===== config.mk =====
export PLATFORM = sky130hd
export DESIGN_NAME = ncc_unit
export DESIGN_NICKNAME = d
export VERILOG_FILES = /design/src/common/ncc_pkg.sv /design/src/core/ncc_unit.sv
export VERILOG_INCLUDE_DIRS = /design/src /design/src/common
export SDC_FILE = /design/constraint.sdc
export NUM_CORES = 1
export LEC_CHECK = 0
export ABC_CLOCK_PERIOD_IN_PS = 17750
export BUFFER_PORTS_ARGS = -buffer_cell sky130_fd_sc_hd__buf_2
export CORE_ASPECT_RATIO = 1.4
export CORE_MARGIN = 4
export CORE_UTILIZATION = 45
export CTS_CLUSTER_SIZE = 28
export DETAILED_ROUTE_END_ITERATION = 12
export PLACE_DENSITY = 0.66
export SLEW_MARGIN = 20
export SYNTH_ARGS = -nofsm -noshare
export SYNTH_HDL_FRONTEND = slang
export SYNTH_SLANG_ARGS = --single-unit

===== constraint.sdc =====
create_clock -name core_clk_i -period 17.75 [get_ports core_clk_i]
set_input_delay 1.775 -clock core_clk_i [delete_from_list [all_inputs] [get_ports core_clk_i]]
set_output_delay 1.775 -clock core_clk_i [all_outputs]
set_load 0.005 [all_outputs]

===== src/common/ncc_map.svh =====
`ifndef NCC_MAP_SVH
`define NCC_MAP_SVH

// Longest string that may be compared
`define NCC_STR_MAX_LEN   8'hFE
// Largest value that fits four decimal digits
`define NCC_DEC_MAX       16'h270F
// Largest value that fits a byte
`define NCC_BYTE_MAX      16'h00FF
`define NCC_ERR_NONE      16'h0000
`define NCC_ERR_INDIRECT  16'h0006
// Real exponent field that marks infinity or not-a-number
`define NCC_F_EXP_SPECIAL 8'hFF
`define NCC_F_EXP_BIAS    8'h7F
// Real exponent minus bias plus nine: shift that aligns 32 fraction bits
`define NCC_F_ALIGN       10'sh076
`define NCC_F_SHIFT_MAX   10'sh027

`endif


===== src/common/ncc_pkg.sv =====
package ncc_pkg;

    typedef enum logic [3:0] {
        cmp_byte_op,
        cmp_int_op,
        cmp_dint_op,
        cmp_real_op,
        cmp_str_op,
        byte_to_int_op,
        int_to_byte_op,
        int_to_dint_op,
        dint_to_int_op,
        dint_to_real_op,
        decimal_to_int_op,
        int_to_decimal_op,
        real_round_op,
        real_chop_op
    } ncc_op_t;

    typedef enum logic [2:0] {
        rel_eq,
        rel_ne,
        rel_ge,
        rel_le,
        rel_gt,
        rel_lt
    } ncc_rel_t;

    typedef enum logic [1:0] {
        comb_load,
        comb_and,
        comb_or
    } ncc_comb_t;

    typedef enum logic [2:0] {
        st_idle,
        st_len_a,
        st_len_b,
        st_ch_a,
        st_ch_b
    } ncc_state_t;

    typedef struct packed {
        ncc_op_t     op;
        ncc_rel_t    rel;
        ncc_comb_t   comb;
        logic [31:0] in1;
        logic [31:0] in2;
        logic [15:0] area_end;
        logic        ptr_fault;
        logic        power_flow;
        logic        stack_top;
    } ncc_req_t;

    typedef struct packed {
        logic [31:0] value;
        logic        dest_we;
        logic        enable_out;
        logic        overflow_flag;
        logic        invalid_decimal_flag;
        logic [15:0] err_code;
        logic        fatal;
        logic        stack_top;
        logic        stack_push;
    } ncc_resp_t;

    typedef struct packed {
        ncc_state_t  st;
        ncc_req_t    req;
        ncc_resp_t   resp;
        logic        done;
        logic        busy;
        logic        rd;
        logic [15:0] addr;
        logic [7:0]  len_a;
        logic [7:0]  ch;
        logic [7:0]  idx;
    } ncc_regs_t;

endpackage


===== src/core/ncc_unit.sv =====
// What this block does
// RULE1 - Byte comparisons treat both operands as unsigned.
// RULE2 - Integer, double-word and real comparisons are signed.
// RULE3 - A true compare loads, ANDs or ORs a one into the stack top.
// RULE4 - Sequencer gives both compare operands in one data type.
// RULE5 - A not-a-number real compare operand stops execution fatally.
// RULE6 - An illegal indirect reference in any compare stops execution fatally.
// RULE7 - Compares run whatever the incoming power flow is.
// RULE8 - A string longer than 254 characters stops execution fatally.
// RULE9 - A string running past its memory area stops execution fatally.
// RULE10 - Decimal to integer for 0..9999; otherwise invalid flag and enable-out low.
// RULE11 - Integer 0..9999 becomes four decimal digits; others are invalid.
// RULE12 - Signed 32-bit integer converts to a 32-bit real.
// RULE13 - Double to integer overflow sets flag, clears enable-out, keeps destination.
// RULE14 - Integer to double integer replicates the sign bit.
// RULE15 - Byte to integer zero-fills the upper bits.
// RULE16 - Rounding converts a real to the rounded double integer.
// RULE17 - Truncating converts a real keeping only the whole part.
// RULE18 - Indirect fault in a conversion reports code 0006, enable-out low.
// RULE19 - Rounding goes away from zero when the fraction is one half or more.
// RULE20 - Destination, flags and enable-out update together in one cycle; string compares set enable-out at take, the stack top at done.
`timescale 1ns/10ps
`include "ncc_map.svh"

module ncc_unit (
    input  wire logic              core_clk_i,
    input  wire logic              sys_rst_i,
    input  wire logic              start_i,
    input  wire ncc_pkg::ncc_req_t req_i,
    input  wire logic [7:0]        mem_rdata_i,
    output ncc_pkg::ncc_resp_t     resp_o,
    output logic                   done_o,
    output logic                   busy_o,
    output logic                   mem_rd_o,
    output logic [15:0]            mem_addr_o
);
    import ncc_pkg::*;

    ////////////////////////////////////////////////////////////////////////
    function automatic logic is_nan(input logic [31:0] x);
        return (x[30:23] == `NCC_F_EXP_SPECIAL) && (x[22:0] != 23'h000000);
    endfunction

    // Order-preserving key for reals, both zeros equal
    function automatic logic [31:0] f_key(input logic [31:0] x);
        if (x[30:0] == 31'h00000000)
            return 32'h80000000;
        return x[31] ? ~x : (x | 32'h80000000);
    endfunction

    function automatic logic [1:0] num_lt_eq(input ncc_req_t q);
        logic [31:0] ka;
        logic [31:0] kb;
        ka = f_key(q.in1);
        kb = f_key(q.in2);
        // One data type per operation code [RULE4]
        case (q.op)
            cmp_byte_op: return {q.in1[7:0] < q.in2[7:0], q.in1[7:0] == q.in2[7:0]}; // [RULE1]
            cmp_int_op: return {$signed(q.in1[15:0]) < $signed(q.in2[15:0]),
                                q.in1[15:0] == q.in2[15:0]}; // [RULE2]
            cmp_real_op: return {ka < kb, ka == kb}; // [RULE2]
            default: return {$signed(q.in1) < $signed(q.in2), q.in1 == q.in2}; // [RULE2]
        endcase
    endfunction

    function automatic logic rel_hit(input ncc_rel_t rel, input logic lt, input logic eq);
        case (rel)
            rel_eq: return eq;
            rel_ne: return !eq;
            rel_ge: return !lt;
            rel_le: return lt | eq;
            rel_gt: return !lt && !eq;
            default: return lt;
        endcase
    endfunction

    function automatic logic stack_next(input ncc_comb_t c, input logic top, input logic hit);
        case (c)
            comb_and: return top & hit; // [RULE3]
            comb_or: return top | hit; // [RULE3]
            default: return hit; // [RULE3]
        endcase
    endfunction

    // High when the length byte plus characters run past the area end
    function automatic logic str_overrun(input logic [15:0] s, input logic [7:0] len,
                                         input logic [15:0] e);
        return ({1'b0, s} + {9'h000, len} + 17'h00001) > {1'b0, e};
    endfunction

    // Signed 32-bit integer to real, round to nearest even
    function automatic logic [31:0] i2f(input logic [31:0] d);
        logic [31:0] mag;
        logic [31:0] norm;
        logic [4:0]  msb;
        logic [7:0]  e;
        logic [24:0] r;
        mag = d[31] ? (~d + 32'h00000001) : d;
        msb = 5'h00;
        for (int i = 0; i < 32; i++) begin
            if (mag[i])
                msb = i[4:0];
        end
        norm = mag << (5'h1F - msb);
        r = {1'b0, norm[31:8]} + {24'h000000, norm[7] & ((|norm[6:0]) | norm[8])};
        e = `NCC_F_EXP_BIAS + {3'h0, msb};
        if (r[24]) begin
            e = e + 8'h01;
            r = r >> 1;
        end
        if (mag == 32'h00000000)
            return 32'h00000000;
        return {d[31], e, r[22:0]};
    endfunction

    // Real to double integer; top bit flags overflow or invalid input
    function automatic logic [32:0] f2i(input logic [31:0] x, input logic rnd);
        logic signed [9:0] e;
        logic [9:0]        ne;
        logic [63:0]       fx;
        logic [32:0]       mg;
        logic              big;
        e = $signed({2'h0, x[30:23]}) - `NCC_F_ALIGN;
        ne = 10'h000 - e;
        fx = {40'h0000000000, 1'b1, x[22:0]};
        big = (x[30:23] == `NCC_F_EXP_SPECIAL) || (e > `NCC_F_SHIFT_MAX);
        if (x[30:23] == 8'h00)
            fx = 64'h0000000000000000;
        else if (e >= 10'sh000)
            fx = fx << e[5:0];
        else if (e > -`NCC_F_SHIFT_MAX)
            fx = fx >> ne[5:0];
        else
            fx = 64'h0000000000000000;
        // Half or more of the magnitude goes away from zero [RULE19]
        mg = {1'b0, fx[63:32]} + {32'h00000000, rnd & fx[31]}; // [RULE16]
        big = big || (mg > (x[31] ? 33'h080000000 : 33'h07FFFFFFF));
        return {big, x[31] ? (~mg[31:0] + 32'h00000001) : mg[31:0]}; // [RULE17]
    endfunction

    // Four packed decimal digits to binary; top bit flags a bad digit
    function automatic logic [16:0] dec2bin(input logic [15:0] w);
        logic bad;
        bad = (w[15:12] > 4'h9) || (w[11:8] > 4'h9) || (w[7:4] > 4'h9) || (w[3:0] > 4'h9);
        return {bad, {12'h000, w[15:12]} * 16'h03E8 + {12'h000, w[11:8]} * 16'h0064
                     + {12'h000, w[7:4]} * 16'h000A + {12'h000, w[3:0]}};
    endfunction

    function automatic logic [15:0] bin2dec(input logic [15:0] v);
        logic [15:0] t3;
        logic [15:0] t2;
        logic [15:0] t1;
        logic [15:0] t0;
        t3 = v / 16'h03E8;
        t2 = (v / 16'h0064) % 16'h000A;
        t1 = (v / 16'h000A) % 16'h000A;
        t0 = v % 16'h000A;
        return {t3[3:0], t2[3:0], t1[3:0], t0[3:0]};
    endfunction

    ////////////////////////////////////////////////////////////////////////
    ncc_regs_t   r_reg;
    ncc_regs_t   r_next;
    logic [1:0]  num_le;
    logic        num_hit;
    logic        nan_fault;
    logic        take;
    logic [32:0] f_res;
    logic [16:0] dec_res;
    logic [31:0] cv_val;
    logic        cv_ovf;
    logic        cv_bad;
    logic        str_hit;

    assign num_le    = num_lt_eq(req_i);
    assign num_hit   = rel_hit(req_i.rel, num_le[1], num_le[0]);
    assign nan_fault = (req_i.op == cmp_real_op) && (is_nan(req_i.in1) || is_nan(req_i.in2));
    assign take      = start_i && (r_reg.st == st_idle) && !r_reg.resp.fatal;
    assign f_res     = f2i(req_i.in1, req_i.op == real_round_op);
    assign dec_res   = dec2bin(req_i.in1[15:0]);
    assign str_hit   = (r_reg.req.rel == rel_ne);

    always_comb begin
        cv_val = 32'h00000000;
        cv_ovf = 1'b0;
        cv_bad = 1'b0;
        case (req_i.op)
            byte_to_int_op: cv_val = {24'h000000, req_i.in1[7:0]}; // [RULE15]
            int_to_byte_op: begin
                cv_ovf = req_i.in1[15:0] > `NCC_BYTE_MAX;
                cv_val = {24'h000000, req_i.in1[7:0]};
            end
            int_to_dint_op: cv_val = {{16{req_i.in1[15]}}, req_i.in1[15:0]}; // [RULE14]
            dint_to_int_op: begin
                cv_ovf = (req_i.in1[31:15] != 17'h00000)
                         && (req_i.in1[31:15] != 17'h1FFFF); // [RULE13]
                cv_val = {16'h0000, req_i.in1[15:0]};
            end
            dint_to_real_op: cv_val = i2f(req_i.in1); // [RULE12]
            decimal_to_int_op: begin
                cv_bad = dec_res[16]; // [RULE10]
                cv_val = {16'h0000, dec_res[15:0]};
            end
            int_to_decimal_op: begin
                cv_bad = req_i.in1[15] || (req_i.in1[15:0] > `NCC_DEC_MAX); // [RULE11]
                cv_val = {16'h0000, bin2dec(req_i.in1[15:0])}; // [RULE11]
            end
            real_round_op, real_chop_op: begin
                cv_ovf = f_res[32];
                cv_val = f_res[31:0]; // [RULE16] [RULE17]
            end
            default: ;
        endcase
    end

    ////////////////////////////////////////////////////////////////////////
    // Results land in the same edge as done; a string compare sets enable_out, dest_we and err_code at take [RULE20]
    always_comb begin
        r_next = r_reg;
        r_next.done = 1'b0;
        case (r_reg.st)
            st_idle: begin
                if (take) begin
                    r_next.req = req_i;
                    r_next.resp.err_code = `NCC_ERR_NONE;
                    r_next.resp.dest_we = 1'b0;
                    r_next.resp.enable_out = 1'b1;
                    if (req_i.op == cmp_str_op && !req_i.ptr_fault) begin
                        r_next.st = st_len_a;
                        r_next.busy = 1'b1;
                        r_next.rd = 1'b1;
                        r_next.addr = req_i.in1[15:0];
                    end else if (req_i.op <= cmp_str_op) begin
                        // No power-flow gating on compares [RULE7]
                        r_next.done = 1'b1;
                        if (req_i.ptr_fault || nan_fault) begin
                            r_next.resp.fatal = 1'b1; // [RULE5] [RULE6]
                            r_next.resp.enable_out = 1'b0;
                        end else begin
                            r_next.resp.stack_top = stack_next(req_i.comb, req_i.stack_top,
                                                               num_hit); // [RULE3]
                            r_next.resp.stack_push = (req_i.comb == comb_load);
                        end
                    end else begin
                        r_next.done = 1'b1;
                        if (!req_i.power_flow) begin
                            r_next.resp.enable_out = 1'b0;
                        end else if (req_i.ptr_fault) begin
                            r_next.resp.err_code = `NCC_ERR_INDIRECT; // [RULE18]
                            r_next.resp.enable_out = 1'b0; // [RULE18]
                        end else begin
                            r_next.resp.enable_out = !(cv_ovf || cv_bad); // [RULE10] [RULE13]
                            r_next.resp.dest_we = !(cv_ovf || cv_bad); // [RULE13]
                            if (!(cv_ovf || cv_bad))
                                r_next.resp.value = cv_val;
                            if (req_i.op == int_to_byte_op || req_i.op == dint_to_int_op
                                || req_i.op == real_round_op || req_i.op == real_chop_op)
                                r_next.resp.overflow_flag = cv_ovf; // [RULE13]
                            if (req_i.op == decimal_to_int_op || req_i.op == int_to_decimal_op)
                                r_next.resp.invalid_decimal_flag = cv_bad; // [RULE10] [RULE11]
                        end
                    end
                end
            end
            st_len_a: begin
                r_next.len_a = mem_rdata_i;
                r_next.addr = r_reg.req.in2[15:0];
                r_next.st = st_len_b;
            end
            st_len_b: begin
                r_next.rd = 1'b0;
                r_next.st = st_idle;
                r_next.busy = 1'b0;
                r_next.done = 1'b1;
                if (r_reg.len_a > `NCC_STR_MAX_LEN || mem_rdata_i > `NCC_STR_MAX_LEN // [RULE8]
                    || str_overrun(r_reg.req.in1[15:0], r_reg.len_a, r_reg.req.area_end)
                    || str_overrun(r_reg.req.in2[15:0], mem_rdata_i, r_reg.req.area_end)) begin
                    r_next.resp.fatal = 1'b1; // [RULE9]
                    r_next.resp.enable_out = 1'b0;
                end else if (r_reg.len_a != mem_rdata_i || r_reg.len_a == 8'h00) begin
                    r_next.resp.stack_top = stack_next(r_reg.req.comb, r_reg.req.stack_top,
                                                       (r_reg.len_a == mem_rdata_i) ^ str_hit);
                    r_next.resp.stack_push = (r_reg.req.comb == comb_load);
                end else begin
                    r_next.done = 1'b0;
                    r_next.busy = 1'b1;
                    r_next.rd = 1'b1;
                    r_next.idx = 8'h01;
                    r_next.addr = r_reg.req.in1[15:0] + 16'h0001;
                    r_next.st = st_ch_a;
                end
            end
            st_ch_a: begin
                r_next.ch = mem_rdata_i;
                r_next.addr = r_reg.req.in2[15:0] + {8'h00, r_reg.idx};
                r_next.st = st_ch_b;
            end
            st_ch_b: begin
                if (mem_rdata_i != r_reg.ch || r_reg.idx == r_reg.len_a) begin
                    r_next.rd = 1'b0;
                    r_next.busy = 1'b0;
                    r_next.done = 1'b1;
                    r_next.st = st_idle;
                    r_next.resp.stack_top = stack_next(r_reg.req.comb, r_reg.req.stack_top,
                                                       (mem_rdata_i == r_reg.ch) ^ str_hit);
                    r_next.resp.stack_push = (r_reg.req.comb == comb_load);
                end else begin
                    r_next.idx = r_reg.idx + 8'h01;
                    r_next.addr = r_reg.req.in1[15:0] + {8'h00, r_reg.idx} + 16'h0001;
                    r_next.st = st_ch_a;
                end
            end
            default: r_next.st = st_idle;
        endcase
    end

    always_ff @(posedge core_clk_i) begin
        if (sys_rst_i)
            r_reg <= '0;
        else
            r_reg <= r_next;
    end

    assign resp_o     = r_reg.resp;
    assign done_o     = r_reg.done;
    assign busy_o     = r_reg.busy;
    assign mem_rd_o   = r_reg.rd;
    assign mem_addr_o = r_reg.addr;
endmodule // ncc_unit


==> results.md <==
* Critical path buffers and inverters at 3
* Post-synth EDFFs at 0
* Leading area contributor after synthesis: ha_1
* Met2 wire len at 58.2 mm
* Via count of the first global-routing pass at 30600
* Fin util at 47.6%
* Crit path DAT at 13150 ps
* Final Skew at 17.0 ps
* Critical Path Fanout Max at 20
* M1 WL at 41.5 mm
* Register share of total power at 11.1%
* Internal Pwr Total at 1390 uW
* Most frequent cells in the layout: 513 x nand2_1, 402 x nor2_1, 364 x a21oi_1, 250 x ha_1, 229 x o21ai_0
* Worst-Margin Slew at 1170 ps
* Starting Density at 45.4%
* Leading cell type in the layout, fill and taps excluded: nand2_1
* Mean Syn Cell Area at 6.93 sq um
* First-pass GRT wire length at 178 mm
* Die Width at 225 microns
* Clock Tree Root: clkbuf_16
* Nets at 4585
* Clock Pin Slew Worst Setup and Hold Paths at 70 ps
* CP max stage cell: nor3_1
* Cell area after synthesis at 29700 sq um
* Register area share after synthesis at 9.38%
* Layout cells sized above 1 at 9.71%
* Initial DRC Count at 3161
* Status: finished clean
* Vias per cell at 6.43
* Top routing layer in use: met5
* Switching power total at 1650 uW
* Max cap viols at 0
* Final Hold Fails at 0
* CP max stage delay at 940 ps
* Pin count of the biggest net entering global routing at 63
* PnR worst setup slack at 4940 ps
* WL/cell at 23.3 microns
* CTS buffer count at 17
* Clock network power share at 12.5%
* Vias post-DR at 32700
* Post-CTS setup repair buffer count at 0
* Worst VDD drop at 0.0000755 V
* Top area cells in the synthesized netlist: ha_1 11%, dfxtp_1 9.4%, nand2_1 6.5%
* Hold Path Class: flop to flop
* PwrDens at 97.4 nW/um^2
* Die ar. at 70200 sq um
* Final wirelength at 118 mm
* Number of synthesized register bits at 139
* Mapped Cells at 4282
* Area growth, synth to finish at 4.93%
* Minimum clock period at 12810 ps
* Post-synth ARST share at 0%
* CTS sink cnt at 139
* # setup viols final at 0
* Drt drc at 0
* Unique masters post-synth at 123
* DRT antenna net count at 0
* CTS tree: done
* DR pass1 iterations at 9
* Met3 WL at 7.25 mm
* Hold_buf cts at 0
* Setup crit end kind: flop
* Worst-case clock buffer depth at 2
* Gates resized, CTS repair at 0
* # rows at 111
* Worst skew pair latency at 460 ps
* Global route overflow at 0
* Top_reg_cell synth: dfxtp_1
* Yosys warns at 0
* Critical path class: primary input to flop
* Crit-path leading delay family: simple AND/OR/NAND/NOR gates
* Comb pwr share at 76.4%
* Global router's overall resource usage at 31.9%
* Top Ports at 177
* Post-DP HPWL at 91.6 mm
* RSZ-0062 raised after global routing: false
* Post-synth top area share at 10.5%
* Largest register FFs at 81
* Pwr Total at 3030 uW
* Initial antenna violation count at 5
* Total core area at 65400 sq um
* Switching Share at 54.3%
* Slew HR at 21.9%
* Fillers at 6755
* Die Height at 312 microns
* Leakage at 0.0131 uW
* Final period util at 72.2%
* Buffers on Ports at 162
* DP Worst Slack at 4710 ps
* H-tree Lvls at 4
* Max-slew violation count at 0
* Fmax at 0.0781 GHz
* Gpl congestion at 1.05
* CP Launch Type: primary input
* CP required at 18090 ps
* Setup tns final at 0 ps
power by group through the flow:
stage          registers [uW]  logic (uW)  clock network [uW]
2_1_floorplan             334        1700                   0
3_3_place_gp              342        2230                   0
3_5_place_dp              342        2240                   0
4_1_cts                   335        2250                 386
5_1_grt                   336        2510                 395
6_report                  336        2320                 381
synthesized netlist by cell type, types with 20 or more instances:
master	instances
nand2_1	513
nor2_1	402
a21oi_1	366
ha_1	250
o21ai_0	229
xnor2_1	213
clkbuf_1	182
inv_1	169
xor2_1	143
dfxtp_1	139
nand3_1	106
nor3_1	105
mux2i_1	89
a21o_1	83
buf_4	81
nand4_1	78
nand2b_1	63
a211oi_1	56
nor2b_1	55
nor4_1	47
or3_1	47
a31oi_1	46
and2_1	42
a22oi_1	40
o211ai_1	38
o31ai_1	36
o22ai_1	34
and3_1	32
buf_1	31
a221oi_1	30
or2_2	27
o21a_1	23
fa_1	21
mux2_2	20
mux4_2	20
final cells by class:
type / instances / area (sq um) / share of cell area, %
multi-input combinational: 3657 / 24800 / 79.6
sequential: 139 / 2780 / 8.94
timing repair buffer: 218 / 1230 / 3.96
tap: 847 / 1060 / 3.40
inverter: 178 / 669 / 2.15
clock buffer: 19 / 453 / 1.45
clock inverter: 12 / 148 / 0.474
antenna: 6 / 15.0 / 0.0482
worst min-delay path, cell delays in order (launching register included):
cell and delay, ps:
dfxtp_1 310, nand2_1 50, nand2_1 40
through the flow:
| stage | std cells | hold slack [ps] | area, sq um |
|---|---|---|---|
| finish | 5076 | 447 | 31100 |
| global route | 5070 | 472 | 31100 |
| CTS | 5069 | 451 | 31100 |
| detailed placement | 5038 | 438 | 30500 |
| global placement | 5038 | 439 | 30500 |
| floorplan | 4295 | 423 | 29700 |
per-layer routing:
metal | global-route usage (%) | up-vias
met5 | 0 | -
met4 | 24.7 | 4
met3 | 4.54 | 487
met2 | 57.3 | 1429
met1 | 33.1 | 15300
li1 | - | 15400
cell families after synthesis:
kind of cell / after synthesis / share of synthesized area (%)
multiplexers: 130 / 5.33
AO/OA/AOI/OAI: 1267 / 28.5
other: 1 / 0.0126
adder cells (fa/ha/maj): 284 / 12.4
XOR/XNOR: 357 / 10.6
AND/OR/NAND/NOR: 1605 / 26.1
flip-flops: 139 / 9.38
buffers and inverters: 499 / 7.64
final timing paths:
check        startpoint    endpoint  slack, ps  cells after the start
max           req_i[61]  resp_o[24]       4940                     33
max reg2reg  r_reg[149]    r_reg[7]      11210                     30
min reg2reg  resp_o[41]  resp_o[41]        450                      2
min          resp_o[41]  resp_o[41]        450                      2
No activity file was read; power rests on OpenSTA's default activity.
